[src/pcl_pkg.sv]
// Shared constants for the parallel configuration loader
package pcl_pkg;
  localparam int CLK_PERIOD_NS = 4;
  localparam int DATA_WIDTH = 16;
  localparam int NARROW_WIDTH = 8;
  localparam int BITSTREAM_WORDS = 16;
  localparam int REQ_LOW_US = 2;
  localparam int REQ_LOW_CYCLES = (REQ_LOW_US * 1000 + CLK_PERIOD_NS - 1) / CLK_PERIOD_NS;
  localparam int STATUS_LOW_US = 268;
  localparam int STATUS_LOW_CYCLES = (STATUS_LOW_US * 1000 + CLK_PERIOD_NS - 1) / CLK_PERIOD_NS;
  localparam int ST2CK_US = 2;
  localparam int ST2CK_CYCLES = (ST2CK_US * 1000 + CLK_PERIOD_NS - 1) / CLK_PERIOD_NS;
  localparam int INIT_US = 175;
  localparam int INIT_CYCLES = (INIT_US * 1000 + CLK_PERIOD_NS - 1) / CLK_PERIOD_NS;
  localparam int EXTRA_FALLING_EDGES = 2;
  localparam int CLOCK_HALF_CYCLES = 4;
  localparam int DONE_WAIT_CYCLES = 64;
  localparam int INIT_ENABLE_BIT = 0;
endpackage

[src/pcl_if.sv]
// Pins between the configuration host and the loading device
`timescale 1ns/100ps
interface pcl_if;
  logic config_request_n;
  logic config_clock;
  logic [pcl_pkg::DATA_WIDTH-1:0] data;
  logic status_oe;
  logic complete_oe;
  logic init_done_oe;
  logic status_n;
  logic config_complete;
  logic init_done;
  // Open-drain pins with pull-ups
  assign status_n = ~status_oe;
  assign config_complete = ~complete_oe;
  assign init_done = ~init_done_oe;
  modport device (
    input config_request_n,
    input config_clock,
    input data,
    output status_oe,
    output complete_oe,
    output init_done_oe
  );
  modport host (
    output config_request_n,
    output config_clock,
    output data,
    input status_n,
    input config_complete,
    input init_done
  );
endinterface

[src/pcl_device.sv]
// Device end of the fast passive parallel configuration loader
// Notes on behaviour
// - Request low in user mode restarts configuration
// - Status held low during power-on delay
// - Completion low from power-up through transfer
// - Configuration clock ignored once the two extra falling edges after completion are counted
// - Host uses lines 15..0 wide, 7..0 narrow
// - Completion released only after error-free full stream
// - Host gives two falling edges after completion
// - Init-done low once enabled until init ends
// - One new word per configuration clock cycle
// - Words sampled on configuration clock rising edge
// - Request low drives status and completion low
`timescale 1ns/100ps
module pcl_device #(
  parameter int POR_CYCLES = pcl_pkg::STATUS_LOW_CYCLES,
  parameter int INIT_CYCLES = pcl_pkg::INIT_CYCLES,
  parameter int WORDS = pcl_pkg::BITSTREAM_WORDS
) (
  // Clock and reset
  input wire logic mclk_i,
  input wire logic nrst_i,
  // Link pins
  pcl_if.device link,
  // User side
  input wire logic mode_wide_i,
  output logic [pcl_pkg::DATA_WIDTH-1:0] word_o,
  output logic word_valid_o,
  output logic user_mode_o,
  output logic config_error_o,
  output logic init_enable_o
);
  typedef enum logic [2:0] {st_por, st_load, st_done, st_init, st_user, st_error, st_reset} dev_state_t;

  localparam int SYNC_W = pcl_pkg::DATA_WIDTH + 2;

  logic [SYNC_W-1:0] sync1;
  logic [SYNC_W-1:0] sync2;
  logic clk_prev;
  dev_state_t state;
  dev_state_t next_state;
  logic [31:0] cnt;
  logic [31:0] next_cnt;
  logic [31:0] words;
  logic [31:0] next_words;
  logic [pcl_pkg::DATA_WIDTH-1:0] csum;
  logic [pcl_pkg::DATA_WIDTH-1:0] next_csum;
  logic wide;
  logic next_wide;
  logic init_en;
  logic next_init_en;
  logic [pcl_pkg::DATA_WIDTH-1:0] next_word;
  logic next_word_valid;
  logic err;
  logic next_err;
  logic req_n_s;
  logic clk_s;
  logic [pcl_pkg::DATA_WIDTH-1:0] data_s;
  logic rise;
  logic fall;
  logic [pcl_pkg::DATA_WIDTH-1:0] word_in;

  // Two-stage synchronisers for all link inputs
  always_ff @(posedge mclk_i or negedge nrst_i)
  begin
    if (!nrst_i)
    begin
      // Request and clock start at their idle high level
      sync1 <= {2'b11, {(pcl_pkg::DATA_WIDTH){1'b0}}};
      sync2 <= {2'b11, {(pcl_pkg::DATA_WIDTH){1'b0}}};
      clk_prev <= 1'b1;
    end
    else
    begin
      sync1 <= {link.config_request_n, link.config_clock, link.data};
      sync2 <= sync1;
      clk_prev <= sync2[SYNC_W-2];
    end
  end

  assign req_n_s = sync2[SYNC_W-1];
  assign clk_s = sync2[SYNC_W-2];
  assign data_s = sync2[pcl_pkg::DATA_WIDTH-1:0];
  assign rise = clk_s & ~clk_prev;
  assign fall = ~clk_s & clk_prev;
  // Narrow mode keeps only lines 7..0
  assign word_in = wide ? data_s : {{(pcl_pkg::DATA_WIDTH-pcl_pkg::NARROW_WIDTH){1'b0}},
                                    data_s[pcl_pkg::NARROW_WIDTH-1:0]};

  always_comb
  begin
    next_state = state;
    next_cnt = cnt;
    next_words = words;
    next_csum = csum;
    next_wide = wide;
    next_init_en = init_en;
    next_word = word_o;
    next_word_valid = 1'b0;
    next_err = err;
    unique case (state)
      st_por:
      begin
        // Power-on delay; wide mode strap caught here
        next_wide = mode_wide_i;
        next_cnt = cnt + 32'h1;
        if (cnt >= 32'(POR_CYCLES - 1))
        begin
          next_state = st_load;
          next_cnt = '0;
        end
      end
      st_load:
      begin
        if (rise)
        begin
          next_word = word_in;
          next_word_valid = 1'b1;
          next_words = words + 32'h1;
          next_csum = csum ^ word_in;
          if (words == 32'h0)
          begin
            next_init_en = word_in[pcl_pkg::INIT_ENABLE_BIT];
          end
          // Last word must equal the xor of all earlier words
          if (words == 32'(WORDS - 1))
          begin
            if (csum == word_in)
            begin
              next_state = st_done;
            end
            else
            begin
              next_state = st_error;
              next_err = 1'b1;
            end
          end
        end
      end
      st_done:
      begin
        if (fall)
        begin
          next_cnt = cnt + 32'h1;
          if (cnt == 32'(pcl_pkg::EXTRA_FALLING_EDGES - 1))
          begin
            next_state = st_init;
            next_cnt = '0;
          end
        end
      end
      st_init:
      begin
        // Clock activity no longer watched
        next_cnt = cnt + 32'h1;
        if (cnt >= 32'(INIT_CYCLES - 1))
        begin
          next_state = st_user;
          next_cnt = '0;
        end
      end
      st_user:
      begin
        next_state = st_user;
      end
      st_error:
      begin
        next_state = st_error;
      end
      st_reset:
      begin
        if (req_n_s)
        begin
          next_state = st_por;
          next_cnt = '0;
        end
      end
    endcase
    // Request low from any state begins a fresh cycle
    if (!req_n_s)
    begin
      next_state = st_reset;
      next_cnt = '0;
      next_words = '0;
      next_csum = '0;
      next_init_en = 1'b0;
      next_err = 1'b0;
    end
  end

  always_ff @(posedge mclk_i or negedge nrst_i)
  begin
    if (!nrst_i)
    begin
      state <= st_por;
      cnt <= '0;
      words <= '0;
      csum <= '0;
      wide <= 1'b0;
      init_en <= 1'b0;
      word_o <= '0;
      word_valid_o <= 1'b0;
      err <= 1'b0;
    end
    else
    begin
      state <= next_state;
      cnt <= next_cnt;
      words <= next_words;
      csum <= next_csum;
      wide <= next_wide;
      init_en <= next_init_en;
      word_o <= next_word;
      word_valid_o <= next_word_valid;
      err <= next_err;
    end
  end

  // Open-drain drivers
  assign link.status_oe = (state == st_por) || (state == st_reset) || (state == st_error);
  assign link.complete_oe = (state == st_por) || (state == st_load) || (state == st_reset) ||
                            (state == st_error);
  // Init-done stays low in error once enabled, since initialization never completes
  assign link.init_done_oe = init_en && ((state == st_load) || (state == st_done) || (state == st_init) ||
                                         (state == st_error));
  assign user_mode_o = (state == st_user);
  assign config_error_o = err;
  assign init_enable_o = init_en;
endmodule

[src/flat_wrapper.sv]
// flat-port wrapper written by rule: the top's interface ports become plain ports
module pcl_device_flat 
#(
  parameter int POR_CYCLES = pcl_pkg::STATUS_LOW_CYCLES,
  parameter int INIT_CYCLES = pcl_pkg::INIT_CYCLES,
  parameter int WORDS = pcl_pkg::BITSTREAM_WORDS
)
  (mclk_i, nrst_i, mode_wide_i, word_o, word_valid_o, user_mode_o, config_error_o, init_enable_o, link_config_request_n, link_config_clock, link_data, link_status_oe, link_complete_oe, link_init_done_oe);
  pcl_if link_i ();
  input wire logic mclk_i;
  input wire logic nrst_i;
  input wire logic mode_wide_i;
  output logic [pcl_pkg::DATA_WIDTH-1:0] word_o;
  output logic word_valid_o;
  output logic user_mode_o;
  output logic config_error_o;
  output logic init_enable_o;
  input wire logic [$bits(link_i.config_request_n)-1:0] link_config_request_n;
  input wire logic [$bits(link_i.config_clock)-1:0] link_config_clock;
  input wire logic [$bits(link_i.data)-1:0] link_data;
  output wire logic [$bits(link_i.status_oe)-1:0] link_status_oe;
  output wire logic [$bits(link_i.complete_oe)-1:0] link_complete_oe;
  output wire logic [$bits(link_i.init_done_oe)-1:0] link_init_done_oe;
  assign link_i.config_request_n = link_config_request_n;
  assign link_i.config_clock = link_config_clock;
  assign link_i.data = link_data;
  assign link_status_oe = link_i.status_oe;
  assign link_complete_oe = link_i.complete_oe;
  assign link_init_done_oe = link_i.init_done_oe;
  pcl_device #(.POR_CYCLES(POR_CYCLES), .INIT_CYCLES(INIT_CYCLES), .WORDS(WORDS)) u_core (.mclk_i(mclk_i), .nrst_i(nrst_i), .link(link_i), .mode_wide_i(mode_wide_i), .word_o(word_o), .word_valid_o(word_valid_o), .user_mode_o(user_mode_o), .config_error_o(config_error_o), .init_enable_o(init_enable_o));
endmodule
[config.mk]
export PLATFORM = sky130hd
export DESIGN_NAME = pcl_device_flat
export DESIGN_NICKNAME = d
export VERILOG_FILES = /design/src/pcl_pkg.sv /design/src/pcl_if.sv /design/src/pcl_device.sv /design/src/flat_wrapper.sv
export SDC_FILE = /design/constraint.sdc
export NUM_CORES = 1
export LEC_CHECK = 0
export BUFFER_PORTS_ARGS = -buffer_cell sky130_fd_sc_hd__buf_2
export CORE_MARGIN = 1.5
export CORE_UTILIZATION = 51
export CTS_BUF_LIST = sky130_fd_sc_hd__clkbuf_4
export DETAILED_ROUTE_END_ITERATION = 12
export GPL_ROUTABILITY_DRIVEN = 1
export PLACE_DENSITY = 0.81
export SYNTH_ARGS = -nofsm -noshare
export SYNTH_HDL_FRONTEND = slang
export SYNTH_SLANG_ARGS = --single-unit
[constraint.sdc]
create_clock -name mclk_i -period 4.57 [get_ports mclk_i]
set_clock_uncertainty 0.05 [all_clocks]
set_input_delay 0.2285 -clock mclk_i [delete_from_list [all_inputs] [get_ports mclk_i]]
set_output_delay 0.2285 -clock mclk_i [all_outputs]
set_load 0.01 [all_outputs]
==> flow_summary_export.csv, run 1 <==
group,metric,value,unit
synthesis,yosys-top-cells-count,"dfrtp_1, nand2_1, nor2_1",
synthesis,yosys.area.top_type,"dfrtp_1",
synthesis,postSynthAreaPerCell,9.79,µm²
synthesis,syn_nets,701,
cells_and_area,areaGrowthSynthToFinish,12.4,%
floorplanning,die_x,117,µm
synthesis,synth_edf_count,0,
drt,vias,5288,
timing,period_share,67.5,%
cells_and_area,n_antenna_cell,0,
cts,cts_tree,"yes",
floorplanning,initial_core_util,52.4,%
timing,slew_viol_final,0,
timing,clock.fmax,324,MHz
cells_and_area,final_area,7430,µm²
floorplanning,rows,41,
global_routing,antenna_found_initial,0,
timing,max_slew_margin,38.2,%
cts,path_clk_slew,0.13,ns
place,place.port_buffers,43,
run_status,status,"completed",
timing,holdWs,0.267,ns
worst_setup_path,worstSetupPathType,"reg -> reg",
timing,setup_ws,1.49,ns
floorplanning,coreArea,12600,µm²
cts,root_buffer,"clkbuf_4",
drt,drt_first_pass_iters,5,
hold_path,hold_class,"in -> reg",
synthesis,synth_top_area_share,51.1,%
power_and_ir_drop,ir_drop,0.337,mV
global_routing,grt_start_max_net_pins,105,
floorplanning,boundaryPins,44,
drt,drt-wirelength-per-cell,15.3,µm
drt,vias_per_cell,5.74,
drt,ant_nets,0,
timing,fin_crit,3.08,ns
place,place_ws,1.51,ns
worst_setup_path,worstSetupEndpointType,"flop",
global_routing,grt_usage,22.3,%
timing,hold_viol,0,
cts,clock-sinks,140,
place,place_area,6960,µm²
floorplanning,die-area,13700,µm²
synthesis,seq_area_frac_synth,53.1,%
power_and_ir_drop,leakage,3.38,nW
drt,routed_wl,14.1,mm
synthesis,async_flop_share,100,%
worst_setup_path,start_kind,"flop",
timing,setup_viol,0,
worst_setup_path,crit_fanout,26,
cts,hold_buffers,20,
power_and_ir_drop,cellPowerDensity,388,nW/µm²
synthesis,syn_area,6610,µm²
synthesis,synthTopCellsByArea,"dfrtp_1, nand2_1, nor2_1, xor2_1, xnor2_1",
timing,fin_tns_setup,0,ns
cells_and_area,layout.nets,763,
global_routing,first_global_vias,5301,
synthesis,synth_warnings,0,
worst_setup_path,arrival,3.47,ns
drt,remaining_drc_errors,0,
synthesis,ys_seq_elements,140,
synthesis,synthCells,675,
cts,clockBufferDepth,2,
flow_run,maxCapViolCount,0,
global_routing,overflow,0,
timing,rsz0062_at_grt,"false",
place,routabilityCongestion,0.930,
cts,cts_setup_buffers,0,
drt,drt_iter0_drc,388,
synthesis,ys.flop_type,"dfrtp_1",
cts,numCtsBuffers,17,
place,hpwl,9.46,mm
floorplanning,die_h,117,µm
cells_and_area,instances_no_fill,921,
worst_setup_path,required,4.95,ns
cts,clkLatencyLatePin,0.54,ns
cts,cts_resized,0,
synthesis,synth_cell_types,62,
cts,htree_levels,4,
synthesis,synth.most_common_cell,"dfrtp_1",
timing,worst_pin_slew,0.927,ns
global_routing,grt_pass1_wl,23.8,mm
place,dp.cells,870,
cells_and_area,drive_above_1_share,13.0,%
==> path summary, 6_finish.rpt <==
kind                             startpoint          endpoint  slack [ns]  cells after the start
max                          u_core.cnt[29]    u_core.cnt[25]        1.49                      7
min                            link_data[6]   u_core.sync1[6]        0.27                      2
max reg2reg                  u_core.cnt[29]    u_core.cnt[25]        1.49                      7
min reg2reg                u_core.sync1[13]  u_core.sync2[13]        0.31                      0
max in group asynchronous            nrst_i  u_core.sync2[17]        3.07                      3
min in group asynchronous            nrst_i    u_core.csum[3]        0.29                      2
==> worst max-delay path, cell delays in order (launching register included) <==
cell and delay, ns:
dfrtp_1 0.45, nor4_1 0.31, nand4_1 0.25, nand2b_1 0.24, a311o_1 0.37, a21oi_4 0.62
nand2_4 0.29, o41ai_1 0.38
==> registers in the layout (all words and copies together), names as in the netlist <==
name,count
u_core.words,32
u_core.cnt,32
u_core.init_enable_o,1
u_core.word_valid_o,1
u_core.state,3
u_core.wide,1
u_core.clk_prev,1
u_core.config_error_o,1
u_core.word_o,16
u_core.sync1,18
u_core.sync2,18
u_core.csum,16
==> cell usage in the layout, fill, tap and decap left out, types with 3 or more instances in the layout <==
cell	netlist	routed
and4_1	6	6
a22o_1	12	12
clkbuf_4	0	17
inv_1	25	25
or3_1	10	10
nor3_1	13	13
and2_1	9	9
nand4_1	21	21
nor4_1	13	13
inv_6	0	3
buf_2	8	42
dfstp_2	5	5
nor2_1	80	80
nand2b_1	8	8
o22ai_1	10	10
o21ai_0	24	24
a31oi_1	5	5
nand3_1	30	30
o31ai_1	5	5
xnor2_1	24	24
xor2_1	27	27
nor2b_1	4	4
dfrtp_1	135	135
ha_1	5	5
a21o_1	9	9
nand2_1	90	90
dlygate4sd3_1	0	20
a211oi_1	3	3
a21oi_1	24	24
and3_1	10	10
clkinv_4	0	4
buf_4	0	3
or2_2	3	3
==> layer usage <==
layer  vias to the layer above  share of wire [%]  track usage, %
li1                       2494                  -               -
met1                      2605                 43            27.1
met2                       168                 51            38.3
met3                        21                5.0            5.77
met4                         0                1.5            8.92
met5                         -                  0               0
==> logic make-up after synthesis <==
kind of cell | after synthesis | synth area share [%]
AOI/OAI and AO/OA | 115 | 11.9
xor gates and xnor gates | 51 | 6.76
DFF | 140 | 53.1
buffers and inverters | 48 | 3.10
and+or+nand+nor | 313 | 23.8
muxes | 3 | 0.473
adders and majority gates | 5 | 0.947
==> metrics by stage <==
step | util, % | power [mW]
5_1_grt | 58.9 | 3.04
4_1_cts | 58.9 | 2.90
2_1_floorplan | - | 1.91
3_5_place_dp | 55.1 | 2.10
3_3_place_gp | 55.1 | 2.07
6_report | 58.9 | 2.88
==> layout make-up <==
class | instances | area [µm²]
tap | 172 | 215
sequential | 140 | 3510
fill | 1058 | 5190
timing repair buffer | 66 | 444
clock inverter | 14 | 146
clock buffer | 17 | 128
multi-input combinational | 487 | 2890
inverter | 25 | 93.8
==> power breakdown <==
group | internal, mW | switching (mW)
logic | 0.265 | 0.427
clock network | 0.324 | 0.460
registers | 1.32 | 0.0899
Power figures use the tool's default switching activity.
==> run 2, diff against run 1 <==
--- a/config.mk
+++ b/config.mk
@@ -11,7 +11,7 @@
 export CTS_BUF_LIST = sky130_fd_sc_hd__clkbuf_4
 export DETAILED_ROUTE_END_ITERATION = 12
 export GPL_ROUTABILITY_DRIVEN = 1
-export PLACE_DENSITY = 0.81
+export PLACE_DENSITY = 0.84
 export SYNTH_ARGS = -nofsm -noshare
 export SYNTH_HDL_FRONTEND = slang
 export SYNTH_SLANG_ARGS = --single-unit
==> constraint.sdc (replaced) <==
create_clock -name mclk_i -period 2.6 [get_ports mclk_i]
set_clock_uncertainty 0.05 [all_clocks]
set_input_delay 0.13 -clock mclk_i [delete_from_list [all_inputs] [get_ports mclk_i]]
set_output_delay 0.13 -clock mclk_i [all_outputs]
set_load 0.01 [all_outputs]
==> flow_summary_export.csv, run 2 (synthesis gave the netlist of run 1 again) <==
group,metric,value,unit
run_status,status,"finished, violations left",
run_status,violations,"setup timing",
global_routing,grt_usage,25.4,%
drt,drt_first_pass_iters,6,
worst_setup_path,critPathBufInv,2,
global_routing,grt_start_max_net_pins,69,
worst_setup_path,slowest_stage,"dfrtp_1",
place,routabilityCongestion,0.957,
flow_run,maxCapViolCount,0,
timing,period_share,101,%
cts,htree_levels,4,
power_and_ir_drop,leakage,3.65,nW
timing,rsz0062_at_grt,"true",
cts,root_buffer,"clkbuf_4",
cells_and_area,final_area,7960,µm²
global_routing,grt_pass1_wl,26.8,mm
worst_setup_path,crit_start,"u_core.cnt[27]",
worst_setup_path,crit_cells,9,
drt,vias_per_cell,5.86,
floorplanning,coreArea,12600,µm²
place,dp.cells,901,
worst_setup_path,start_kind,"flop",
power_and_ir_drop,pwr-share-seq,44.3,%
timing,fin_crit,2.63,ns
hold_path,hold_class,"in -> async",
worst_setup_path,rr_endpoint,"u_core.cnt[2]",
cells_and_area,layout_commonest_cell,"dfrtp_1",
drt,routed_wl,16.3,mm
worst_setup_path,crit_fanout,6,
drt,drt_iter0_drc,488,
cts,clkLatencyLatePin,0.59,ns
place,place_ws,0.00328,ns
floorplanning,initial_core_util,52.4,%
place,place_area,7210,µm²
cells_and_area,drive_above_1_share,20.0,%
worst_setup_path,worstReg2RegStart,"u_core.cnt[27]",
cells_and_area,areaGrowthSynthToFinish,20.5,%
cells_and_area,nFillCells,974,
timing,fin_tns_setup,-0.0546,ns
power_and_ir_drop,power,5.56,mW
global_routing,first_global_vias,5666,
floorplanning,die_x,117,µm
worst_setup_path,cpPeakStageDelay,0.46,ns
cells_and_area,register_area,3510,µm²
cts,numCtsBuffers,17,
worst_setup_path,worstSetupEndpointType,"flop",
drt,ant_nets,0,
drt,drt-wirelength-per-cell,17.0,µm
timing,hold_viol,0,
cts,clock-sinks,140,
cells_and_area,multi_input_area,3090,µm²
worst_setup_path,arrival,3.09,ns
power_and_ir_drop,netSwitchingFraction,34.4,%
drt,vias,5610,
floorplanning,rows,41,
floorplanning,die-area,13700,µm²
cells_and_area,instances_no_fill,957,
worst_setup_path,required,3.06,ns
cells_and_area,final_cell_mix,"dfrtp_1, nand2_1, nor2_1, buf_2",
floorplanning,die_h,117,µm
cells_and_area,layout.nets,797,
timing,max_slew_margin,38.1,%
timing,worst_pin_slew,0.923,ns
timing,setup_viol,3,
place,hpwl,10.5,mm
worst_setup_path,worstPathCellList,"nor4_1 -> nand4_1 -> buf_4 -> nand2b_4 -> a311o_2 -> a21oi_4 -> nand2_4 -> buf_6 -> o22ai_2",
timing,slew_viol_final,0,
power_and_ir_drop,cellPowerDensity,698,nW/µm²
place,place.port_buffers,43,
cts,cts_tree,"yes",
worst_setup_path,crit_end,"u_core.cnt[2]",
worst_setup_path,rr_worst_depth,9,
cts,clockBufferDepth,2,
cells_and_area,reg_top3,"u_core.cnt (32), u_core.words (32)",
floorplanning,boundaryPins,44,
global_routing,overflow,0,
global_routing,antenna_found_initial,0,
timing,setup_ws,-0.0280,ns
worst_setup_path,r2r_slack,-0.03,ns
worst_setup_path,worstSetupPathType,"reg -> reg",
timing,clock.fmax,381,MHz
power_and_ir_drop,ir_drop,0.502,mV
drt,remaining_drc_errors,0,
worst_setup_path,cp_top_family,"simple AND/OR/NAND/NOR gates",
power_and_ir_drop,combinationalPowerShare,27.8,%
power_and_ir_drop,p_sw,1.91,mW
power_and_ir_drop,p_clk_share,27.9,%
cts,path_clk_slew,0.13,ns
power_and_ir_drop,internal_power,3.64,mW
[run 2: cell types whose count changed in the layout (fill, tap and decap cells not counted), sizes merged]
| cell | before | now |
|---|---|---|
| inv | 28 | 30 |
| buf | 46 | 79 |
| bufinv | 2 | 3 |
| diode | 0 | 1 |
| clkinv | 8 | 6 |
| nand2 | 91 | 92 |
[run 2: metal layers]
metal / global-route usage (%) / up-vias / routed length (µm)
met2: 42.5 / 221 / 8340
met4: 11.1 / 0 / 488
met1: 31.7 / 2771 / 6610
met3: 6.13 / 51 / 877
li1: - / 2567 / -
met5: 0 / - / 0
[run 2: power groups by stage]
stage | combinational, mW | clock (mW) | sequential, mW
final | 1.55 | 1.55 | 2.46
after global routing | 1.67 | 1.68 | 2.48
after CTS | 1.40 | 1.57 | 2.45
after detailed placement | 1.36 | 0 | 2.49
after global placement | 1.31 | 0 | 2.48
after floorplan | 0.879 | 0 | 2.47
[run 2: worst min-delay path by stage]
| stage | startpoint | endpoint | depth (start not counted) |
|---|---|---|---|
| after detailed placement | nrst_i | u_core.csum[3] | 1 |
| after floorplan | nrst_i | u_core.cnt[0] | 0 |
| final | nrst_i | u_core.csum[3] | 2 |
| after CTS | nrst_i | u_core.csum[3] | 2 |
| after global placement | nrst_i | u_core.csum[3] | 1 |
| after global routing | nrst_i | u_core.word_o[3] | 2 |
[run 2: final cells by class]
cell class,count,area share (%)
inverters,25,1.18
clock buffers,17,1.60
multi-input cells,488,38.8
repair buffers,99,9.19
clock inverters,15,2.34
diodes,1,0.0314
flip-flops and latches,140,44.1
well taps,172,2.70
[run 2: through the flow]
stage	utilization (%)	hold WS [ns]
final	63.1	0.0324
after global routing	63.1	0.0920
after global placement	57.2	0.115
after CTS	61.3	0.0410
after floorplan	-	-0.216
after detailed placement	57.2	0.121
[run 2: timing repair]
item / CTS / global route
setup buffers: 0 / 2
resized for setup: 1 / 36
gates cloned: 0 / 1
hold buffers: 20 / 0
pin swaps: 0 / 6
hold endpoints to repair: 138 / 0
setup endpoints to repair: 3 / 44
